[src/cfa_params.svh]
// Constants for the counter array control and mode register block.
// Assumes an SFR-style byte bus with address, write strobe and read data.
// Summary of operation
// - Counter runs while counter_run is 1 or the watchdog is on, unless idle suspend holds it; it stops otherwise.
// - Control bits 5..3 always read zero; writes to them are ignored.
// - Module 2 match or capture sets its flag and may request the interrupt.
// - Module 1 match or capture sets its flag and may request the interrupt.
// - Hardware never clears a match flag; only software clears it.
// - Counter wrap from 0xFFFF to 0x0000 sets the overflow flag.
// - After any reset the module 2 watchdog function is enabled.
`ifndef CFA_PARAMS_SVH
`define CFA_PARAMS_SVH
`define CFA_ADDR_CTRL     8'hD8
`define CFA_ADDR_MODE     8'hD9
`define CFA_MODE_RESET    8'h40
`define CFA_CTRL_RESET    8'h00
`define CFA_BIT_OVF       7
`define CFA_BIT_RUN       6
`define CFA_BIT_F2        2
`define CFA_BIT_F1        1
`define CFA_BIT_F0        0
`define CFA_BIT_IDLE      7
`define CFA_BIT_WDEN      6
`define CFA_BIT_WDLOCK    5
`define CFA_BIT_OVFIE     0
`define CFA_MODE_WMASK    8'hE1
`define CFA_CNT_MAX       16'hFFFF
`endif

[src/cfa_pkg.sv]
// Types for the counter array control and mode register block.
// Assumes cfa_params.svh supplies the numeric constants.
package cfa_pkg;
  typedef struct packed {
    logic [7:0] addr;
    logic       wr;
    logic [7:0] wdata;
  } cfa_bus_t;
  typedef struct packed {
    logic        run;
    logic        ovf;
    logic [2:0]  flags;
    logic [7:0]  mode;
    logic [15:0] count;
    logic [7:0]  rdata;
  } cfa_state_t;
endpackage

[src/cfa_control.sv]
// Control/flag and mode registers of the counter array, with its 16-bit counter.
// Assumes events and the bus come from logic on clk_sys; interrupt enables per module.
`timescale 1ns/10ps
`default_nettype none
`include "cfa_params.svh"
module cfa_control
  import cfa_pkg::*;
(
  input  wire logic       clk_sys,
  input  wire logic       rst,
  input  wire cfa_bus_t   bus,
  input  wire logic       countTick,
  input  wire logic       idleMode,
  input  wire logic [2:0] matchEvent,
  input  wire logic [2:0] matchIrqEnable,
  output logic [7:0]      rdata,
  output logic [15:0]     count,
  output logic            watchdogEnable,
  output logic            counterRunning,
  output logic            irqRequest
);
  cfa_state_t st;
  cfa_state_t next_st;
  logic       wrCtrl;
  logic       wrMode;
  logic       countEn;
  logic       wrap;
  logic       locked;

  function automatic logic [7:0] readMux(input cfa_state_t s, input logic [7:0] a);
    if (a == `CFA_ADDR_CTRL)
      return {s.ovf, s.run, 3'h0, s.flags};
    else if (a == `CFA_ADDR_MODE)
      return s.mode;
    else
      return 8'h00;
  endfunction

  // Watchdog is on while either its enable or its lock bit is set
  function automatic logic wdActive(input logic [7:0] m);
    return m[`CFA_BIT_WDEN] | m[`CFA_BIT_WDLOCK];
  endfunction

  assign locked  = st.mode[`CFA_BIT_WDLOCK];
  // Watchdog forces the counter on; idle suspend holds it
  assign countEn = (st.run | wdActive(st.mode))
                   & ~(idleMode & st.mode[`CFA_BIT_IDLE]) & countTick;
  assign wrap    = countEn && (st.count == `CFA_CNT_MAX);
  assign wrCtrl  = bus.wr && (bus.addr == `CFA_ADDR_CTRL);
  assign wrMode  = bus.wr && (bus.addr == `CFA_ADDR_MODE);

  always_comb begin
    next_st = st;
    if (countEn) begin
      next_st.count = st.count + 16'h0001;
    end
    if (wrCtrl) begin
      next_st.run = bus.wdata[`CFA_BIT_RUN];
      // Zero clears, one keeps; set below wins over clear
      next_st.ovf   = st.ovf & bus.wdata[`CFA_BIT_OVF];
      next_st.flags = st.flags & bus.wdata[2:0];
    end
    if (wrMode) begin
      next_st.mode = bus.wdata & `CFA_MODE_WMASK;
      if (locked) begin
        next_st.mode[`CFA_BIT_IDLE]   = st.mode[`CFA_BIT_IDLE];
        next_st.mode[`CFA_BIT_WDEN]   = st.mode[`CFA_BIT_WDEN];
        next_st.mode[`CFA_BIT_WDLOCK] = 1'b1;
      end
    end
    if (wrap) begin
      next_st.ovf = 1'b1;
    end
    next_st.flags = next_st.flags | matchEvent;
    next_st.rdata = readMux(next_st, bus.addr);
  end

  always_ff @(posedge clk_sys) begin
    if (rst) begin
      st       <= '0;
      st.mode  <= `CFA_MODE_RESET;
    end else begin
      st <= next_st;
    end
  end

  assign rdata          = st.rdata;
  assign count          = st.count;
  assign watchdogEnable = wdActive(st.mode);
  assign counterRunning = countEn;
  assign irqRequest     = |(st.flags & matchIrqEnable)
                          | (st.ovf & st.mode[`CFA_BIT_OVFIE]);
endmodule
`default_nettype wire

[config.mk]
export PLATFORM = sky130hd
export DESIGN_NAME = cfa_control
export DESIGN_NICKNAME = d
export VERILOG_FILES = /design/src/cfa_pkg.sv /design/src/cfa_control.sv
export VERILOG_INCLUDE_DIRS = /design/src
export SDC_FILE = /design/constraint.sdc
export NUM_CORES = 1
export LEC_CHECK = 0
export BUFFER_PORTS_ARGS = -buffer_cell sky130_fd_sc_hd__clkbuf_2
export CORE_ASPECT_RATIO = 0.9
export CORE_UTILIZATION = 45
export CTS_CLUSTER_DIAMETER = 120
export DETAILED_ROUTE_END_ITERATION = 10
export GPL_TIMING_DRIVEN = 0
export PLACE_DENSITY = 0.79
export SLEW_MARGIN = 15
export SYNTH_ARGS = -nofsm -noshare
export SYNTH_HDL_FRONTEND = slang
export SYNTH_SLANG_ARGS = --single-unit
[constraint.sdc]
create_clock -name clk_sys -period 2.22 [get_ports clk_sys]
set_input_delay 0.222 -clock clk_sys [delete_from_list [all_inputs] [get_ports clk_sys]]
set_output_delay 0.222 -clock clk_sys [all_outputs]
set_load 0.005 [all_outputs]
==> results of run 1 <==
==> cell type report <==
cell class	count	area, sq um
well taps	46	57.56
clock buffers	6	82.58
flip-flops and latches	37	740.7
plain buffers	32	234.0
repair buffers	50	250.2
inverters	9	33.78
fillers	360	1584
multi-input cells	125	793.3
clock inverters	1	7.507
==> path summary, 6_finish.rpt <==
path | start | to | slack (ps) | depth (start not counted)
worst max-delay path | locked | count[4] | 540 | 6
worst min register to register | st[28] | st[28] | 460 | 1
worst min-delay path | rst | st[33] | 140 | 2
worst max register to register | locked | count[4] | 540 | 6
==> state kept, by name, indices dropped and copies added (netlist names) <==
name	flops
rdata	8
count	16
st	12
locked	1
==> stage by stage <==
| step | hold WS [ps] | instance area [sq um] | std cells | setup WS, ps | util |
|---|---|---|---|---|---|
| 5_1_grt | 136.3 | 2200 | 306 | 382.3 | 0.5813 |
| 6_report | 137.2 | 2200 | 306 | 541.8 | 0.5813 |
| 3_3_place_gp | 431.9 | 2110 | 299 | 585.1 | 0.5575 |
| 3_5_place_dp | 438.1 | 2110 | 299 | 565.5 | 0.5575 |
| 2_1_floorplan | 348.0 | 1802 | 203 | 675.7 | - |
| 4_1_cts | 131.4 | 2200 | 306 | 546.5 | 0.5813 |
==> logic make-up (layout without fill, tap and decap cells) <==
logic type | Yosys count | after routing | synth area share
AO/OA/AOI/OAI | 47 | 47 | 0.1590
XOR/XNOR | 3 | 3 | 0.01459
adder cells (fa/ha/maj) | 1 | 1 | 0.006943
buffers and inverters | 41 | 98 | 0.1486
flip-flops | 37 | 37 | 0.4111
multiplexers | 4 | 4 | 0.02222
AND/OR/NAND/NOR | 70 | 70 | 0.2375
==> layer usage <==
layer | track usage | vias to the layer above
li1 | - | 817
met1 | 0.2420 | 740
met2 | 0.3109 | 38
met3 | 0.03832 | 8
met4 | 0.07872 | 0
met5 | 0 | -
==> power by group <==
part / total, mW / internal [mW] / switching (mW)
clock: 0.471 / 0.245 / 0.226
combinational: 0.0841 / 0.0421 / 0.0420
sequential: 0.679 / 0.672 / 0.00707
total: 1.23 / 0.959 / 0.275
==> worst max-delay path, stage by stage (launching register included) <==
cell and delay [ps]:
dfxtp_1 390, or3_1 120, buf_2 140, nand4_1 170, buf_2 230, or3_2 420, a21oi_1 140
==> cells in the final DEF, fill, tap and decap left out, types with 3 or more instances in the layout <==
master     n
a21oi_1   18
a221oi_1   3
and2_1     6
and3_1     3
buf_2      3
buf_4     24
clkbuf_2  50
clkbuf_8   6
dfxtp_1   37
inv_1      9
mux2i_1    4
nand2_1   14
nand3_1    5
nand4_1    4
nor2_1     9
o21ai_0   10
o31ai_1    6
or3_1      5
or4_1      6
==> flow_summary.yaml, run 1 <==
status:
  status: "complete, no violations"
routing:
  route.met2.wl_mm: 1.705
  vias: 1603
  met1_length_mm: 1.777
  drt-initial-drc-count: 128
  drcViolationCount: 0
  vias_per_cell: 5.239
  drt_pre_antenna_iters: 4
  dr.max_layer_used: "met4"
  wl_met3_um: 172
  wirelength_mm: 3.729
  ant_nets: 0
  wire_per_inst_um: 12.19
timing:
  tightest_slew_ps: 493.1
  skew_ps: 8.352
  fmax_mhz: 595.9
  setup-tns-final_ps: 0
  hold_viol: 0
  slew_headroom: 0.6713
  fin_crit_sh: 0.7559
  min_period_ps: 1678
  slew_violations: 0
  rsz0062_at_grt: "false"
  setup_viol: 0
global_routing:
  grt_antenna_before_repair: 0
  grt_pass1_vias: 1319
  grt_max_degree: 12
  grt_overflow_total: 0
  grt_usage: 0.1887
  grt_pass1_wl_mm: 5.823
floorplanning:
  die_h_um: 62.03
  coreArea_sq_mm: 0.003784
  dieArea_sq_mm: 0.004261
  die_w_um: 68.70
  rows: 21
  pin_count: 54
  initial_core_util: 0.4762
worst_setup_path:
  path_class: "reg -> reg"
  end_kind: "register"
  cp.required_ps: 2440
  cp-start-kind: "register"
  crit_arrival_ps: 1900
  path_max_fanout: 10
clock_tree:
  cts_root_buffer: "clkbuf_8"
  post_cts_resize_count: 0
  clk_latency_ps: 290
  cts_buffer_depth: 2
  numCtsBuffers: 5
  cts_sinks: 37
  tritoncts: "built"
  cts_setup_buffers: 0
  htreeDepth: 2
  path_clk_slew_ps: 70
  cts_hold_buf: 0
power_and_ir_drop:
  power_mw: 1.234
  power.density_mw_per_mm2: 560.8
  ir_worst_vdd_v: 0.0003061
  p_leak_nw: 0.9786
logic_synthesis:
  synthTopCellsByArea: "dfxtp_1 41%, buf_4 10%, a21oi_1 5.0%, nand2_1 2.9%, o21ai_0 2.8%"
  synth.top_cell.area_share: 0.4111
  syn_inst: 203
  async_reset_ff_frac: 0
  yosysWarnings: 0
  synthesis.nets: 231
  synth_ff_type: "dfxtp_1"
  syn_area_sq_mm: 0.001802
  synth_common_cells: "37 x dfxtp_1, 24 x buf_4, 18 x a21oi_1, 14 x nand2_1, 10 x o21ai_0"
  netlist-cell-type-count: 44
  synth-seq-cells: 37
  synth_area_per_cell_sq_um: 8.876
  yosysMostFrequentCell: "dfxtp_1"
  ys_seq_area_frac: 0.4111
  synth_edf_count: 0
  synth_top_cell_by_area: "dfxtp_1"
place:
  gp_congestion: 0.7786
  dpl.hpwl_mm: 2.670
  port_buffers: 50
flow_run:
  drv_cap: 0
finish:
  insertedDiodeCount: 0
  area_growth_syn_to_layout_pct: 22.08
  drive_gt1_frac: 0.3615
  final_nets: 288
min_path:
  hold_class: "in -> reg"
Power figures use the tool's default switching activity.
==> run 2: changes to the inputs <==
==> constraint.sdc (replaced) <==
create_clock -name clk_sys -period 1.7 [get_ports clk_sys]
set_input_delay 0.17 -clock clk_sys [delete_from_list [all_inputs] [get_ports clk_sys]]
set_output_delay 0.17 -clock clk_sys [all_outputs]
set_load 0.005 [all_outputs]
==> run 2 against run 1 <==
  * Global-route usage unchanged
  * Worst hold slack worse by 57 ps
  * Largest cell class unchanged
  * Clock-buffer cell count unchanged
  * Via count up 1.3%
==> flow_summary.yaml, run 2 (synthesized netlist as in run 1, its figures left out) <==
status:
  status: "complete, no violations"
finish:
  final_nets: 290
  mostFrequentLayoutCell: "clkbuf_2"
  fillers: 355
  drive_gt1_frac: 0.3817
  final_cell_mix: "50 x clkbuf_2, 33 x dfxtp_1, 26 x buf_4, 18 x a21oi_1, 14 x nand2_1"
  area_growth_syn_to_layout_pct: 23.82
  largest_reg_flops: 16
  final_util: 0.5896
  insertedDiodeCount: 0
timing:
  slew_headroom: 0.6662
  fin_crit_sh: 0.9518
  slew_violations: 0
  skew_ps: 8.207
  setup_viol: 0
  tightest_slew_ps: 500.7
  min_period_ps: 1618
  worst_slack_ps: 81.90
  whs_ps: 79.88
  fmax_mhz: 618.0
  hold_viol: 0
floorplanning:
  dieArea_sq_mm: 0.004261
  pin_count: 54
  initial_core_util: 0.4762
  coreArea_sq_mm: 0.003784
  die_w_um: 68.70
  die_h_um: 62.03
  rows: 21
clock_tree:
  cts_buffer_depth: 2
  path_clk_slew_ps: 70
  htreeDepth: 2
  clk_latency_ps: 290
  cts_hold_buf: 0
  tritoncts: "built"
  numCtsBuffers: 5
  cts_root_buffer: "clkbuf_8"
  cts_sinks: 37
power_and_ir_drop:
  sw_frac_of_total: 0.2253
  p_clk_frac: 0.384
  power.density_mw_per_mm2: 723.5
  p_switching_mw: 0.3637
  power_frac_seq: 0.548
  ir_worst_vdd_v: 0.0003970
  comb_power_share: 0.068
  p_leak_nw: 0.9950
  intPower_mw: 1.250
routing:
  vias: 1624
  wirelength_mm: 3.762
  wire_per_inst_um: 12.21
  ant_nets: 0
  drt_pre_antenna_iters: 4
  drcViolationCount: 0
  vias_per_cell: 5.273
  drt-initial-drc-count: 131
global_routing:
  grt_antenna_before_repair: 0
  grt_pass1_vias: 1319
  grt_usage: 0.1887
  grt_max_degree: 12
  grt_pass1_wl_mm: 5.823
  grt_overflow_total: 0
worst_setup_path:
  cp-start-kind: "register"
  crit_arrival_ps: 1850
  cp.required_ps: 1930
  path_max_fanout: 10
  path_class: "reg -> reg"
  end_kind: "register"
place:
  dp_slack_ps: 45.54
  port_buffers: 50
  dpl.hpwl_mm: 2.670
  gp_congestion: 0.7786
flow_run:
  drv_cap: 0
min_path:
  hold_class: "in -> reg"
## run 2: cell type report
cell class	count	area [sq um]	area share
plain buffers	32	242.7	0.1088
multi-input cells	125	793.3	0.3556
clock buffers	6	82.58	0.03702
flip-flops and latches	37	748.2	0.3354
inverters	9	33.78	0.01514
clock inverters	1	7.507	0.003365
well taps	46	57.56	0.02580
repair buffers	52	265.3	0.1189
## run 2: worst paths after layout
path,slack [ps],cells after the start,endpoint,from
max,80,5,count[9],st[31]
max reg2reg,80,5,count[9],st[31]
min,80,2,st[33],rst
min reg2reg,460,1,st[28],st[28]
## run 2: per-layer routing
| layer | track usage | part of all wire |
|---|---|---|
| met2 | 0.3109 | 0.47 |
| met5 | 0 | 0 |
| met3 | 0.03832 | 0.047 |
| met1 | 0.2420 | 0.47 |
| met4 | 0.07872 | 0.013 |
## run 2: power by group through the flow
stage / sequential, mW / combinational (mW) / clock (mW)
final: 0.885 / 0.110 / 0.619
after global routing: 0.886 / 0.124 / 0.667
after CTS: 0.886 / 0.110 / 0.629
after detailed placement: 0.906 / 0.110 / 0
after global placement: 0.906 / 0.108 / 0
after floorplan: 0.903 / 0.0591 / 0
## run 2: repair_timing
action | 4_1_cts | 5_1_grt
endpoints found under the setup margin | 0 | 9
gates resized for setup | 0 | 9
buffers inserted | 0 | 2
## run 2: per-stage QoR
stage / cell area [sq um] / total power [mW] / cells / TNS [ps]
2_1_floorplan: 1802 / 0.9625 / 203 / 0
3_3_place_gp: 2110 / 1.014 / 299 / 0
3_5_place_dp: 2110 / 1.016 / 299 / 0
4_1_cts: 2200 / 1.625 / 306 / 0
5_1_grt: 2231 / 1.677 / 308 / -7.403
6_report: 2231 / 1.614 / 308 / 0
## run 2: worst max-delay path: stages, from the launching register on
cell	delay [ps]
dfxtp_1	330
a21boi_2	250
nand4_1	240
buf_6	210
or3_2	400
a21oi_1	140
